`src/sscx_defines.svh`:
```
`ifndef SSCX_DEFINES_SVH
`define SSCX_DEFINES_SVH
// Register byte offsets
`define SSCX_OFS_TX_CLK_MODE   8'h00
`define SSCX_OFS_TX_FRAME_MODE 8'h04
`define SSCX_OFS_RX_HOLD       8'h08
`define SSCX_OFS_TX_HOLD       8'h0C
`define SSCX_OFS_RX_SYNC_HOLD  8'h10
`define SSCX_OFS_TX_SYNC_HOLD  8'h14
`define SSCX_OFS_STATUS        8'h18
`define SSCX_OFS_CTRL          8'h1C
// Writable bit masks, reserved bits read zero
`define SSCX_TCM_MASK          32'hFFFF0F00
`define SSCX_TFM_MASK          32'hF1FF0FBF
// Reset values
`define SSCX_TCM_RST           32'h00000000
`define SSCX_TFM_RST           32'h00000000
// Status bit positions
`define SSCX_ST_TX_READY       0
`define SSCX_ST_TX_EMPTY       1
`define SSCX_ST_TX_SYNC        10
`define SSCX_ST_TX_EN          16
// Start condition codes
`define SSCX_START_CONT        4'h0
`define SSCX_START_RX          4'h1
`define SSCX_START_LOW         4'h2
`define SSCX_START_HIGH        4'h3
`define SSCX_START_FALL        4'h4
`define SSCX_START_RISE        4'h5
`define SSCX_START_CHG         4'h6
`define SSCX_START_ANY         4'h7
// Frame pin shape codes
`define SSCX_FS_NONE           3'h0
`define SSCX_FS_NEG            3'h1
`define SSCX_FS_POS            3'h2
`define SSCX_FS_LOW            3'h3
`define SSCX_FS_HIGH           3'h4
`define SSCX_FS_TOGGLE         3'h5
// Word length limits for transfer size
`define SSCX_LEN_BYTE_MAX      5'h07
`define SSCX_LEN_HALF_MAX      5'h0F
`endif

```
`src/sscx_pkg.sv`:
```
package sscx_pkg;
    // Transmit clock mode layout
    typedef struct packed {
        logic [7:0] period;
        logic [7:0] delay;
        logic [3:0] rsv1;
        logic [3:0] start_sel;
        logic [7:0] rsv0;
    } sscx_tcm_t;
    // Transmit frame mode layout
    typedef struct packed {
        logic [3:0] len_ext;
        logic [2:0] rsv2;
        logic       edge_sel;
        logic       data_en;
        logic [2:0] shape;
        logic [3:0] sync_len;
        logic [3:0] rsv1;
        logic [3:0] words;
        logic       order;
        logic       rsv0;
        logic       idle_lvl;
        logic [4:0] bits;
    } sscx_tfm_t;
    // DMA transfer sizes
    typedef enum logic [1:0] {
        SSCX_DMA_BYTE,
        SSCX_DMA_HALF,
        SSCX_DMA_WORD
    } sscx_dsize_t;
    // Transmitter states
    typedef enum logic {
        SSCX_IDLE,
        SSCX_RUN
    } sscx_state_t;
endpackage : sscx_pkg

```
`src/sscx_tx_frame.sv`:
```
`timescale 1ns/1ps
`include "sscx_defines.svh"
// Notes on behaviour
// - nonzero start delay waits that many cycles
// - receiver-linked start also applies delay
// - period divider zero off, else 2x(P+1)
// - words carry length setting plus one bits
// - DMA size follows word length setting
// - idle data line at idle level
// - multi-drive pin enabled only when one
// - bit order selects LSB or MSB first
// - frame sends words setting plus one
// - sync length plus one, extended field
// - frame pin shape follows encoding
// - sync phase carries idle or sync word
// - edge select picks flag edge
// - receive word read right-justified
// - start condition is selectable
// - sync flag sticky until status read
module sscx_tx_frame (
    input  wire logic        mclk,
    input  wire logic        rst_n,
    input  wire logic        hsel,
    input  wire logic [7:0]  haddr,
    input  wire logic [1:0]  htrans,
    input  wire logic        hwrite,
    input  wire logic [2:0]  hsize,
    input  wire logic [31:0] hwdata,
    input  wire logic        hready,
    output logic             hreadyout,
    output logic [31:0]      hrdata,
    output logic             hresp,
    output logic             tx_data_pin_out,
    output logic             tx_data_pin_oe,
    input  wire logic        td_multi_drive,
    input  wire logic        tx_frame_pin_in,
    output logic             tx_frame_pin_out,
    output logic             tx_frame_pin_oe,
    input  wire logic        rx_start,
    input  wire logic [31:0] rx_word_in,
    input  wire logic [4:0]  rx_len,
    input  wire logic        rx_load,
    input  wire logic [15:0] rx_sync_in,
    input  wire logic        rx_sync_load,
    output logic             dma_req,
    output sscx_pkg::sscx_dsize_t dma_size
);
    sscx_pkg::sscx_tcm_t   cm_r;        // Clock mode
    sscx_pkg::sscx_tfm_t   fm_r;        // Frame mode
    sscx_pkg::sscx_state_t st_r;        // Transmit state
    logic [31:0] hold_r;                // Transmit holding word
    logic        hold_full_r;           // Holding word pending
    logic [31:0] cur_r;                 // Word being shifted
    logic [31:0] rx_r;                  // Receive holding word
    logic [15:0] rsh_r;                 // Receive sync word
    logic [15:0] tsh_r;                 // Transmit sync word
    logic        en_r;                  // Transmit enable
    logic        flag_r;                // Sticky sync flag
    logic [7:0]  dly_r;                 // Remaining start delay
    logic [8:0]  sidx_r;                // Sync phase bit index, spare bit ends longest pulse
    logic [4:0]  idx_r;                 // Data bit index
    logic [3:0]  wcnt_r;                // Words sent this frame
    logic [8:0]  per_r;                 // Period counter
    logic        tog_r;                 // Toggle shape level
    logic        tf_q_r;                // Previous frame pin input
    logic        lvl_q_r;               // Previous frame pin level
    logic [7:0]  aph_addr_r;            // Latched address phase
    logic        aph_wr_r;
    logic        aph_rd_r;
    logic        rd_wait_r;             // Read wait state done

    // Bus decode
    wire         bus_go  = hsel && htrans[1] && hready;
    wire         wr_go   = aph_wr_r;
    wire         rd_done = aph_rd_r && rd_wait_r;
    wire         wr_tcm  = wr_go && aph_addr_r == `SSCX_OFS_TX_CLK_MODE;
    wire         wr_tfm  = wr_go && aph_addr_r == `SSCX_OFS_TX_FRAME_MODE;
    wire         wr_thr  = wr_go && aph_addr_r == `SSCX_OFS_TX_HOLD;
    wire         wr_tsh  = wr_go && aph_addr_r == `SSCX_OFS_TX_SYNC_HOLD;
    wire         wr_ctl  = wr_go && aph_addr_r == `SSCX_OFS_CTRL;
    wire         rd_st   = rd_done && aph_addr_r == `SSCX_OFS_STATUS;
    wire [31:0]  st_word = ({31'h0, !hold_full_r} << `SSCX_ST_TX_READY)
                         | ({31'h0, !hold_full_r && st_r == sscx_pkg::SSCX_IDLE}
                            << `SSCX_ST_TX_EMPTY)
                         | ({31'h0, flag_r} << `SSCX_ST_TX_SYNC)
                         | ({31'h0, en_r} << `SSCX_ST_TX_EN);
    // Read mux, unmapped and write-only read zero
    wire [31:0]  rd_mux =
        (aph_addr_r == `SSCX_OFS_TX_CLK_MODE)   ? cm_r :
        (aph_addr_r == `SSCX_OFS_TX_FRAME_MODE) ? fm_r :
        (aph_addr_r == `SSCX_OFS_RX_HOLD)       ? rx_r :
        (aph_addr_r == `SSCX_OFS_RX_SYNC_HOLD)  ? {16'h0, rsh_r} :
        (aph_addr_r == `SSCX_OFS_TX_SYNC_HOLD)  ? {16'h0, tsh_r} :
        (aph_addr_r == `SSCX_OFS_STATUS)        ? st_word :
        (aph_addr_r == `SSCX_OFS_CTRL)          ? {31'h0, en_r} : 32'h0;

    // Reads take one wait state so hrdata comes from a flip-flop
    assign hreadyout = !(aph_rd_r && !rd_wait_r);
    assign hresp     = 1'b0;

    // Transfer size decode
    function automatic sscx_pkg::sscx_dsize_t size_of(input logic [4:0] len);
        size_of = (len <= `SSCX_LEN_BYTE_MAX) ? sscx_pkg::SSCX_DMA_BYTE :
                  (len <= `SSCX_LEN_HALF_MAX) ? sscx_pkg::SSCX_DMA_HALF :
                  sscx_pkg::SSCX_DMA_WORD;
    endfunction : size_of

    assign dma_size = size_of(fm_r.bits);
    assign dma_req  = en_r && !hold_full_r;

    // Frame timing terms
    wire         run      = st_r == sscx_pkg::SSCX_RUN;
    wire [7:0]   sync_top = {fm_r.len_ext, fm_r.sync_len};
    wire         sync_act = run && sidx_r <= {1'b0, sync_top};
    wire         data_on  = run && dly_r == 8'h00;
    wire         last_bit = data_on && idx_r == fm_r.bits;
    wire         last_wd  = last_bit && wcnt_r == fm_r.words;
    wire [8:0]   per_top  = {cm_r.period, 1'b1};
    wire         per_tick = en_r && cm_r.period != 8'h00 && per_r == per_top;

    // Start condition select
    wire         tf_fall  = tf_q_r && !tx_frame_pin_in;
    wire         tf_rise  = !tf_q_r && tx_frame_pin_in;
    wire         sel_hit  =
        (cm_r.start_sel == `SSCX_START_CONT) ? hold_full_r :
        (cm_r.start_sel == `SSCX_START_RX)   ? rx_start :
        (cm_r.start_sel == `SSCX_START_LOW)  ? !tx_frame_pin_in :
        (cm_r.start_sel == `SSCX_START_HIGH) ? tx_frame_pin_in :
        (cm_r.start_sel == `SSCX_START_FALL) ? tf_fall :
        (cm_r.start_sel == `SSCX_START_RISE) ? tf_rise :
        (cm_r.start_sel == `SSCX_START_CHG ||
         cm_r.start_sel == `SSCX_START_ANY)  ? (tf_fall || tf_rise) : 1'b0;
    wire         start_ev = en_r && !run && (sel_hit || per_tick);

    // Data line value
    wire [4:0]   bsel     = fm_r.order ? fm_r.bits - idx_r : idx_r;
    wire         data_bit = cur_r[bsel];
    wire         sync_bit = fm_r.data_en ? tsh_r[sidx_r[3:0]] : fm_r.idle_lvl;
    assign tx_data_pin_out = data_on ? data_bit :
                             sync_act ? sync_bit : fm_r.idle_lvl;
    assign tx_data_pin_oe  = td_multi_drive ? tx_data_pin_out : 1'b1;

    // Frame pin shape
    always_comb begin
        tx_frame_pin_oe  = 1'b1;
        tx_frame_pin_out = 1'b0;
        case (fm_r.shape)
            `SSCX_FS_NEG:    tx_frame_pin_out = !sync_act;
            `SSCX_FS_POS:    tx_frame_pin_out = sync_act;
            `SSCX_FS_LOW:    tx_frame_pin_out = !run;
            `SSCX_FS_HIGH:   tx_frame_pin_out = run;
            `SSCX_FS_TOGGLE: tx_frame_pin_out = tog_r;
            default:         tx_frame_pin_oe  = 1'b0;   // Input only or reserved
        endcase
    end

    // Flag edge on whatever level the frame pin carries
    wire         lvl      = tx_frame_pin_oe ? tx_frame_pin_out : tx_frame_pin_in;
    wire         sync_hit = fm_r.edge_sel ? (lvl_q_r && !lvl) : (!lvl_q_r && lvl);

    // Bus slave phases
    always_ff @(posedge mclk) begin
        if (!rst_n) begin
            aph_addr_r <= 8'h00;
            aph_wr_r   <= 1'b0;
            aph_rd_r   <= 1'b0;
            rd_wait_r  <= 1'b0;
            hrdata     <= 32'h0;
        end else begin
            if (hreadyout) begin
                aph_addr_r <= {haddr[7:2], 2'b00};
                aph_wr_r   <= bus_go && hwrite;
                aph_rd_r   <= bus_go && !hwrite;
            end
            rd_wait_r <= aph_rd_r && !rd_wait_r;
            if (aph_rd_r && !rd_wait_r) begin
                hrdata <= rd_mux;
            end
        end
    end

    // Software registers and receive capture
    always_ff @(posedge mclk) begin
        if (!rst_n) begin
            cm_r  <= `SSCX_TCM_RST;
            fm_r  <= `SSCX_TFM_RST;
            tsh_r <= 16'h0;
            en_r  <= 1'b0;
            rx_r  <= 32'h0;
            rsh_r <= 16'h0;
        end else begin
            if (wr_tcm) cm_r <= hwdata & `SSCX_TCM_MASK;
            if (wr_tfm) fm_r <= hwdata & `SSCX_TFM_MASK;
            if (wr_tsh) tsh_r <= hwdata[15:0];
            if (wr_ctl) en_r <= hwdata[0];
            // Keep only the received bits, right-justified
            if (rx_load) rx_r <= rx_word_in & ~(32'hFFFFFFFE << rx_len);
            if (rx_sync_load) rsh_r <= rx_sync_in;
        end
    end

    // Holding register; a write in the same cycle as a take wins
    always_ff @(posedge mclk) begin
        if (!rst_n) begin
            hold_r      <= 32'h0;
            hold_full_r <= 1'b0;
        end else if (wr_thr) begin
            hold_r      <= hwdata;
            hold_full_r <= 1'b1;
        end else if (start_ev || (last_bit && !last_wd)) begin
            hold_full_r <= 1'b0;
        end
    end

    // Sync flag: set wins over the clearing status read
    always_ff @(posedge mclk) begin
        if (!rst_n) flag_r <= 1'b0;
        else flag_r <= sync_hit || (flag_r && !rd_st);
    end

    // Period counter free-runs while enabled and a divider is set
    always_ff @(posedge mclk) begin
        if (!rst_n || cm_r.period == 8'h00 || !en_r) per_r <= 9'h000;
        else per_r <= per_tick ? 9'h000 : per_r + 9'h001;
    end

    // Transmit sequencer; an empty holder resends the last word
    always_ff @(posedge mclk) begin
        if (!rst_n) begin
            st_r    <= sscx_pkg::SSCX_IDLE;
            cur_r   <= 32'h0;
            dly_r   <= 8'h00;
            sidx_r  <= 9'h000;
            idx_r   <= 5'h00;
            wcnt_r  <= 4'h0;
            tog_r   <= 1'b0;
            tf_q_r  <= 1'b0;
            lvl_q_r <= 1'b0;
        end else begin
            tf_q_r  <= tx_frame_pin_in;
            lvl_q_r <= lvl;
            case (st_r)
                sscx_pkg::SSCX_IDLE: begin
                    if (start_ev) begin
                        st_r   <= sscx_pkg::SSCX_RUN;
                        dly_r  <= cm_r.delay;
                        sidx_r <= 9'h000;
                        idx_r  <= 5'h00;
                        wcnt_r <= 4'h0;
                        tog_r  <= !tog_r;
                        if (hold_full_r) cur_r <= hold_r;
                    end
                end
                sscx_pkg::SSCX_RUN: begin
                    if (sync_act) sidx_r <= sidx_r + 9'h001;
                    if (!data_on) begin
                        dly_r <= dly_r - 8'h01;
                    end else if (last_wd) begin
                        st_r <= sscx_pkg::SSCX_IDLE;
                    end else if (last_bit) begin
                        idx_r  <= 5'h00;
                        wcnt_r <= wcnt_r + 4'h1;
                        if (hold_full_r) cur_r <= hold_r;
                    end else begin
                        idx_r <= idx_r + 5'h01;
                    end
                end
                default: st_r <= sscx_pkg::SSCX_IDLE;
            endcase
        end
    end
endmodule : sscx_tx_frame

```
`config.mk`:
```
export PLATFORM = sky130hd
export DESIGN_NAME = sscx_tx_frame
export DESIGN_NICKNAME = d
export VERILOG_FILES = /design/src/sscx_pkg.sv /design/src/sscx_tx_frame.sv
export VERILOG_INCLUDE_DIRS = /design/src /design/src/src
export SDC_FILE = /design/constraint.sdc
export NUM_CORES = 1
export LEC_CHECK = 0
export ABC_AREA = 1
export BUFFER_PORTS_ARGS = -buffer_cell sky130_fd_sc_hd__buf_2
export CAP_MARGIN = 20
export CORE_UTILIZATION = 35
export DETAILED_ROUTE_END_ITERATION = 12
export GPL_ROUTABILITY_DRIVEN = 0
export HOLD_SLACK_MARGIN = 0.1
export PLACE_DENSITY_LB_ADDON = 0.25
export SYNTH_ARGS = -nofsm -noshare
export SYNTH_HDL_FRONTEND = slang
export SYNTH_SLANG_ARGS = --single-unit
```
`constraint.sdc`:
```
create_clock -name mclk -period 7.35 [get_ports mclk]
set_clock_uncertainty 0.15 [all_clocks]
set_input_delay 1.47 -clock mclk [delete_from_list [all_inputs] [get_ports mclk]]
set_output_delay 1.47 -clock mclk [all_outputs]
set_load 0.05 [all_outputs]
```
==> results by group, run 1 <==
Yosys
  – Synth top area cells: dfxtp_1 44%, o21ai_0 9.3%, nor2_1 8.4%, nand2_1 7.8%, a21oi_1 7.3%
  – Unique masters post-synth: 50
  – Area leader, netlist: dfxtp_1
  – Most used flip-flop cell after synthesis: dfxtp_1
  – Post-synth ARST share: 0%
  – Most instantiated library cell after synthesis: nor2_1
  – Syn avg cell area: between 7 and 8 µm²
  – Part of the Yosys area used for sequential elements: 43.8%
  – Post-synth EDFFs: 0
  – Commonest cells post-synth: 262 x nor2_1, 255 x dfxtp_1, 243 x nand2_1
  – Syn nets: 1751
  – Synth top area share: between 40 and 50%
  – Syn Inst Count: approximately 1600
  – #FFs+latches synth: between 200 and 300
  – Synth Cell Area: around 0.012 mm²
  – Yosys Warn Count: 0

Critical path
  – CP max FO: 14
  – CP endpoint kind: output port
  – Worst r2r src: idx_r[2]
  – Critical path type: flop to output port
  – CP startpoint kind: flop
  – Biggest cell delay along the critical path: 0.60 ns
  – Slowest cell on the critical path: dfxtp_1
  – Cell mode on critical path: nand2_1
  – Worst r2r dst: cur_r[8]
  – FF-to-FF path depth: 14
  – Worst Path Buf+Inv: 2
  – Crit-path cells: clkinv_1 -> ha_1 -> nand2_1 -> nor3_1 -> nand2_1 -> nand2_1 -> nand2_1 -> o21ai_0 -> nand3_1 -> nand3_1 -> buf_2
  – Worst EP arrival: between 3 and 4 ns
  – Critical Path RT: between 5 and 6 ns
  – Delay-heaviest family, CP: simple AND/OR/NAND/NOR gates
  – R2R setup slack: 3.79 ns
  – Levels on crit path: 11

Pwr
  – Tot Pwr: 0.00303 W
  – Leak: between 5 and 6 nW
  – VDD IR-drop max: 0.183 mV
  – Power per cell area: around 220 mW/mm²

Clock network
  – Post-CTS resize count: 0
  – Post-CTS setup buffer count: 0
  – CTS tree: built
  – Clock sinks: ~260
  – Clock H-tree levels: 1
  – Clock Tree Buf Depth: 3
  – Clk_lat worst skew: ~0.54 ns
  – Root Buffer: clkbuf_16
  – Total CTS buffers: 28
  – Reg clk slew, reported paths: 0.06 ns
  – Number of hold buffers added after cts: 0

Global route
  – First-pass GRT wire length: 56700 µm
  – Largest net degree at the start of global routing: 85
  – Initial antenna violation count: 2
  – Tot GR Track Use: a little over a fifth
  – Vias in the first global route: roughly 10000
  – Total gr overflow: 0

Timing
  – Final worst slack: 2.31 ns
  – Worst-Margin Slew: 0.936 ns
  – Slew Limit Fails: 0
  – Final Hold Vio Count: 0
  – Slew HR: a little under two fifths
  – Fin crit period: a little over 5 ns
  – Fmax: between 0.15 and 0.2 GHz
  – Setup TNS Final: 0 ns
  – Final setup viols: 0
  – Final worst-path cycle share: about two thirds
  – RSZ-0062 raised after global routing: no

Run
  – MaxCap Viol Count: 0

Die
  – Die area: between 0.03 and 0.04 mm²
  – Die height: about 180 µm
  – Starting Density: 35.7%
  – Row count: 66
  – Core area: around 0.033 mm²
  – IO Pins: 149
  – Die width: 185 µm

Routing
  – Pre-antenna DRT Iters: 7
  – WL/cell: 16.7 µm
  – Via count: 11031
  – Remaining DRCs: 0
  – Via density per instance: 5.05
  – Post-DRT Antenna Nets: 0
  – DR iter-0 viols: 750
  – Total Wirelength: 36400 µm

Worst hold path
  – HP Start: cur_r[13]
  – Hold Crit Class: flop to flop
  – Worst hold stages: 2
  – Hold Path End: cur_r[13]

Finish
  – Filler Cell Count: approximately 3500
  – Final nets: 1849
  – Area of the multi-input gates: around 0.0057 mm²
  – Layout cells sized above 1: between 10% and 20%
  – Layout area overhead: 17.0%
  – Seq. cell area: approximately 0.005 mm²

Placement
  – Port bufs: around 140
  – Final HPWL DP: roughly 26000 µm
  – Post-place setup slack: around 2.4 ns

Status
  – Outcome: complete, no violations
[report_power, final]
| group | internal (W) | switching [W] |
|---|---|---|
| combinational | 0.0000498 | 0.000120 |
| clock | 0.000875 | 0.000568 |
| sequential | 0.00140 | 0.0000128 |
[metrics by stage]
stage / instance area, µm² / hold WS [ns] / cells / util, %
after global placement: 12600 / 0.295 / 2131 / 38.7
after global routing: 13600 / 0.318 / 2183 / 41.7
after CTS: 13600 / 0.308 / 2182 / 41.7
after floorplan: 11700 / 0.277 / 1623 / -
after detailed placement: 12700 / 0.299 / 2132 / 38.8
final: 13600 / 0.308 / 2184 / 41.7
[worst max path at each step]
stage	end	slack [ns]	from
6_report	tx_data_pin_oe	2.31	sidx_r[0]
4_1_cts	tx_data_pin_oe	2.26	sidx_r[0]
5_1_grt	tx_data_pin_oe	2.00	sidx_r[0]
2_1_floorplan	tx_data_pin_oe	3.44	idx_r[0]
3_3_place_gp	cur_r[7]	2.44	tx_frame_pin_in
3_5_place_dp	cur_r[12]	2.39	tx_frame_pin_in
[cells in the final DEF, fill, tap and decap left out, drive strengths merged, types with 2 or more instances in the layout]
cell type  instances
o211ai            22
o2111ai            2
a221oi            11
buf              158
inv              135
nand4              7
nor3b              4
nand3b             2
a31oi              4
clkinv             7
xor2              15
bufinv             3
a22oi              3
o221ai             2
nor2             269
nand2            248
dfxtp            255
nor3               8
xnor2              6
o21ai            220
clkbuf            40
o22ai              4
a211oi             2
ha                19
or2                2
a21oi            180
nor4               2
nand3            102
[worst reg2reg max path, stage by stage, from the launching register on]
cell	delay, ns
dfxtp_1	0.41
inv_1	0.09
ha_1	0.36
nand2_1	0.07
inv_1	0.06
nand3_1	0.07
nor2_1	0.11
inv_1	0.11
nor2_8	0.16
nand2_4	0.08
nand2_2	0.64
nand2_1	0.63
buf_8	0.35
nand2_1	0.09
a21oi_2	0.05
[per-layer routing]
metal  vias to the layer above  part of all wire (%)  wire length (µm)  global-route usage (%)
met3                        57                   5.2              1890                    3.16
met2                       290                    46             16600                    34.4
met4                         4                   2.4               860                    5.67
met1                      5099                    47             17100                    29.7
li1                       5581                     -                 -                       -
met5                         -                 0.063                23                       0
[flip-flops by register name, summed over array words and instances, names as in the netlist, 4 cells and up]
signal / count
hrdata: 32
tsh_r: 16
hold_r: 32
dly_r: 8
sidx_r: 9
rsh_r: 16
fm_r: 24
rx_r: 32
cm_r: 20
per_r: 9
aph_addr_r: 6
wcnt_r: 4
cur_r: 32
idx_r: 5
[layout make-up]
cell class,count,share of cell area [%]
clock inverter,10,0.981
timing repair buffer,158,6.33
sequential,255,37.4
antenna,1,0.0183
inverter,136,3.74
tap,442,4.05
multi-input combinational,1142,41.5
clock buffer,40,5.99
[logic make-up after synthesis]
kind of cell               count (synthesis)  synth area share, %
and+or+nand+nor                          645                 23.5
buffers and inverters                    226                 7.81
DFF                                      255                 43.8
adders and majority gates                 20                 2.21
other                                      1               0.0321
xor gates and xnor gates                  21                 1.58
AOI/OAI and AO/OA                        455                 21.1
Note: power is estimated with default switching activity, not from simulation.
==> run 2: changes to the inputs <==
- clock period: 7.35 -> 4.6 ns (I/O delays scaled with it)
==> results by group, run 2 (synthesis gave the netlist of run 1 again) <==
Critical path
  – CP max FO: 8
  – CP startpoint kind: flop
  – Slowest cell on the critical path: fa_1
  – Worst EP arrival: between 3 and 4 ns
  – Critical path type: flop to output port
  – Biggest cell delay along the critical path: approximately 0.48 ns
  – Delay-heaviest family, CP: simple AND/OR/NAND/NOR gates
  – Crit-path cells: ha_1 -> inv_1 -> fa_1 -> nand2_1 -> o21ai_2 -> inv_1 -> nor2_1 -> o21ai_0 -> nand2_1 -> nand2_1 -> nand3_1 -> nand3_1 -> nand2_1 -> nand2_1 -> nand3_1 -> buf_2
  – CP endpoint kind: output port
  – Worst Path Buf+Inv: 3
  – Cell mode on critical path: nand2_1
  – Critical Path RT: about 3.5 ns

Die
  – Die area: roughly 0.034 mm²
  – Row count: between 60 and 70
  – Starting Density: a little over a third
  – Die width: 185 µm
  – Die height: around 180 µm
  – IO Pins: about 150
  – Core area: about 0.033 mm²

Global route
  – Tot GR Track Use: around 22%
  – Total gr overflow: 0
  – Largest net degree at the start of global routing: between 90 and 100
  – First-pass GRT wire length: just under 60000 µm
  – Vias in the first global route: roughly 10000
  – Initial antenna violation count: 2

Pwr
  – Power per cell area: between 300 and 400 mW/mm²
  – VDD IR-drop max: 0.223 mV
  – Leak: 5.61 nW

Timing
  – Fin crit period: about 4.2 ns
  – Final hold slack: 0.312 ns
  – Final setup viols: 0
  – Final worst-path cycle share: 90.4%
  – Final worst slack: about 0.44 ns
  – Final Hold Vio Count: 0
  – Slew HR: approximately 33%
  – Fmax: between 0.2 and 0.25 GHz
  – Worst-Margin Slew: 0.996 ns
  – RSZ-0062 raised after global routing: no
  – Setup TNS Final: 0 ns
  – Slew Limit Fails: 0

Routing
  – WL/cell: ~17 µm
  – Total Wirelength: between 30000 and 40000 µm
  – Via count: between 10000 and 15000
  – Pre-antenna DRT Iters: 5
  – Remaining DRCs: 0
  – Post-DRT Antenna Nets: 0
  – Via density per instance: 5.13
  – DR iter-0 viols: about 920

Placement
  – Port bufs: approximately 140
  – Post-place setup slack: 0.682 ns
  – Final HPWL DP: about 26000 µm

Clock network
  – Clock sinks: between 200 and 300
  – CTS tree: built
  – Clk_lat worst skew: about 0.53 ns
  – Number of hold buffers added after cts: 0
  – Clock H-tree levels: 1
  – Clock Tree Buf Depth: 3
  – Root Buffer: clkbuf_16
  – Reg clk slew, reported paths: around 0.060 ns
  – Total CTS buffers: 27

Finish
  – Layout area overhead: 16.8%
  – Filler Cell Count: between 3000 and 4000
  – Layout cells sized above 1: between 10% and 20%
  – Final nets: about 1900
  – Commonest non-fill, non-tap cells in the layout: 260 x nor2_1, 255 x dfxtp_1, 243 x nand2_1
  – Ant diodes: 0
  – Commonest non-fill, non-tap cell in the layout: nor2_1

Worst hold path
  – Hold Crit Class: flop to flop

Run
  – MaxCap Viol Count: 0

Status
  – Outcome: complete, no violations
## run 2: metrics by stage
step / std cells / utilization (%) / total power, W / instance area (µm²)
2_1_floorplan: 1623 / - / 0.00246 / 11700
3_5_place_dp: 2136 / 38.9 / 0.00259 / 12700
5_1_grt: 2186 / 41.7 / 0.00491 / 13600
4_1_cts: 2185 / 41.6 / 0.00478 / 13600
3_3_place_gp: 2135 / 38.8 / 0.00258 / 12700
6_report: 2186 / 41.7 / 0.00476 / 13600
## run 2: power by group
group	switching, W	internal [W]
logic	0.000195	0.0000803
registers	0.0000206	0.00224
clock network	0.000905	0.00131
## run 2: area by class of cell
cell class	count	area, µm²	area share, %
Sequential cell	255	5100	37.4
Inverter	136	510	3.74
Timing Repair Buffer	162	906	6.65
Multi-Input combinational cell	1142	5660	41.6
Tap cell	442	553	4.06
Clock inverter	11	136	1.00
Clock buffer	38	757	5.55
## run 2: worst register-to-register path: cells and delay by family (launching register included)
kind / cells / cell delay (ns)
AO/OA/AOI/OAI: 2 / 0.35
buffers and inverters: 3 / 0.96
AND/OR/NAND/NOR: 7 / 0.85
flip-flops: 1 / 0.30
## run 2: layer usage
metal / wire length, µm / vias to the layer above / global-route usage [%]
li1: - / 5597 / -
met1: 17300 / 5227 / 30.5
met2: 16400 / 329 / 34.6
met3: 1930 / 57 / 2.43
met4: 1050 / 4 / 7.00
met5: 20 / - / 0
## run 2: repair_timing
action | in CTS | in global routing
buffers inserted | 0 | 0
endpoints found under the setup margin | 0 | 2
resized for setup | 0 | 2
## run 2: final timing paths
check	from	to	slack, ns	cells after the start
max	idx_r[0]	tx_data_pin_oe	0.44	16
min	cur_r[13]	cur_r[13]	0.31	2
max reg2reg	hold_full_r	cur_r[13]	1.91	12
min reg2reg	cur_r[13]	cur_r[13]	0.31	2
==> run 3: changes to the inputs <==
- clock period: 4.6 -> 4.8 ns (I/O delays scaled with it)
==> results by group, run 3 (synthesis gave the netlist of run 1 again) <==
Status
  – Outcome: complete, no violations

Routing
  – Post-DRT Antenna Nets: 0
  – Remaining DRCs: 0
  – Pre-antenna DRT Iters: 5
  – WL/cell: 16.7 µm
  – DR iter-0 viols: between 900 and 1000
  – Via count: roughly 11000
  – Total Wirelength: roughly 36000 µm
  – Via density per instance: a little over 5

Clock network
  – CTS tree: built
  – Post-CTS setup buffer count: 0
  – Total CTS buffers: 28
  – Number of hold buffers added after cts: 0
  – Clk_lat worst skew: 0.55 ns
  – Clock Tree Buf Depth: 3
  – Reg clk slew, reported paths: roughly 0.060 ns
  – Clock H-tree levels: 1
  – Clock sinks: 255
  – Post-CTS resize count: 0
  – Root Buffer: clkbuf_16

Pwr
  – Leak: between 5 and 6 nW
  – VDD IR-drop max: ~0.26 mV
  – Power per cell area: about 340 mW/mm²
  – Tot Pwr: 0.00471 W

Run
  – MaxCap Viol Count: 0

Finish
  – Layout cells sized above 1: 14.4%
  – Layout area overhead: 17.5%
  – Design area: 0.0137 mm²
  – Commonest non-fill, non-tap cell in the layout: nor2_1
  – Final nets: approximately 1900
  – Final core occ: 41.9%
  – Ant diodes: 0
  – Filler Cell Count: 3473
  – Commonest non-fill, non-tap cells in the layout: 260 x nor2_1, 255 x dfxtp_1, 243 x nand2_1
  – Area of the multi-input gates: between 0.005 and 0.006 mm²
  – Seq. cell area: 0.00510 mm²

Placement
  – Port bufs: about 140
  – Final HPWL DP: between 20000 and 30000 µm
  – Placed cell area: around 0.013 mm²

Timing
  – RSZ-0062 raised after global routing: no
  – Final worst-path cycle share: about nine tenths
  – Fin crit period: ~4.4 ns
  – Setup TNS Final: 0 ns
  – Final Hold Vio Count: 0
  – Slew HR: approximately two fifths
  – Final setup viols: 0
  – Worst-Margin Slew: 0.900 ns
  – Final hold slack: around 0.31 ns
  – Fmax: between 0.2 and 0.25 GHz
  – Slew Limit Fails: 0

Die
  – Core area: approximately 0.033 mm²
  – IO Pins: between 100 and 150
  – Die area: around 0.034 mm²
  – Starting Density: 35.7%
  – Die width: about 180 µm
  – Die height: between 150 and 200 µm
  – Row count: 66

Critical path
  – Crit-path cells: clkinv_1 -> ha_1 -> nand2_1 -> nor3_1 -> nand2_1 -> nand2_1 -> nand2_1 -> o21ai_0 -> nand3_1 -> nand3_1 -> buf_2
  – FF-to-FF path depth: 12
  – Critical path type: flop to output port
  – Critical Path RT: between 3 and 4 ns
  – Slowest cell on the critical path: dfxtp_1
  – Worst r2r dst: sidx_r[2]
  – R2R setup slack: between 1.5 and 2 ns
  – CP startpoint kind: flop
  – Worst r2r src: sidx_r[0]
  – Worst EP arrival: 3.24 ns
  – Biggest cell delay along the critical path: 0.60 ns
  – CP max FO: 14
  – Cell mode on critical path: nand2_1
  – CP endpoint kind: output port
  – Crit path launch: sidx_r[0]

Global route
  – Largest net degree at the start of global routing: 63
  – Tot GR Track Use: 21.6%
  – Total gr overflow: 0
  – Initial antenna violation count: 1
  – First-pass GRT wire length: just under 60000 µm
  – Vias in the first global route: roughly 11000

Worst hold path
  – HP Start: cur_r[19]
  – Hold Crit Class: flop to flop
  – Worst hold stages: 2
  – Hold Path End: cur_r[19]
-- run 3: cell count changes in the layout (fill, tap and decap cells not counted), sizes merged --
| cell | previous run | this run |
|---|---|---|
| inv | 135 | 134 |
| clkbuf | 38 | 37 |
| bufinv | 3 | 5 |
| clkinv | 8 | 7 |
-- run 3: critical path: cells and delay by family (launching register included) --
kind	cells	cell delay, ns
AND/OR/NAND/NOR	7	0.86
buffers and inverters	2	0.68
flip-flops	1	0.60
adder cells (fa/ha/maj)	1	0.40
AO/OA/AOI/OAI	1	0.16
-- run 3: per-layer routing --
metal	vias to the layer above	track usage, %	routed length [µm]
li1	5591	-	-
met1	5129	29.8	17200
met2	276	35.2	16400
met3	65	2.81	1880
met4	2	6.20	990
met5	-	0	11
-- run 3: worst max path at each step --
stage | depth (start not counted) | end
5_1_grt | 11 | tx_data_pin_oe
2_1_floorplan | 14 | tx_data_pin_oe
6_report | 11 | tx_data_pin_oe
4_1_cts | 11 | tx_data_pin_oe
3_5_place_dp | 11 | tx_data_pin_oe
3_3_place_gp | 11 | tx_data_pin_oe
-- run 3: power by group --
group	total (W)	internal, W	switching [W]
Combinational	0.000262	0.0000771	0.000185
Clock	0.00228	0.00140	0.000878
Sequential	0.00217	0.00215	0.0000199
-- run 3: cell type report --
cell class | count | share of cell area [%]
timing repair buffer | 162 | 6.61
multi-input combinational | 1142 | 41.3
clock buffer | 37 | 5.66
sequential | 255 | 37.3
clock inverter | 11 | 1.42
tap | 442 | 4.04
inverter | 136 | 3.73
-- run 3: stage by stage --
| step | std cells | setup WS (ns) |
|---|---|---|
| after floorplan | 1623 | 1.40 |
| after global placement | 2134 | 1.05 |
| after detailed placement | 2135 | 0.999 |
| after CTS | 2183 | 0.425 |
| after global routing | 2185 | 0.172 |
| final | 2185 | 0.448 |
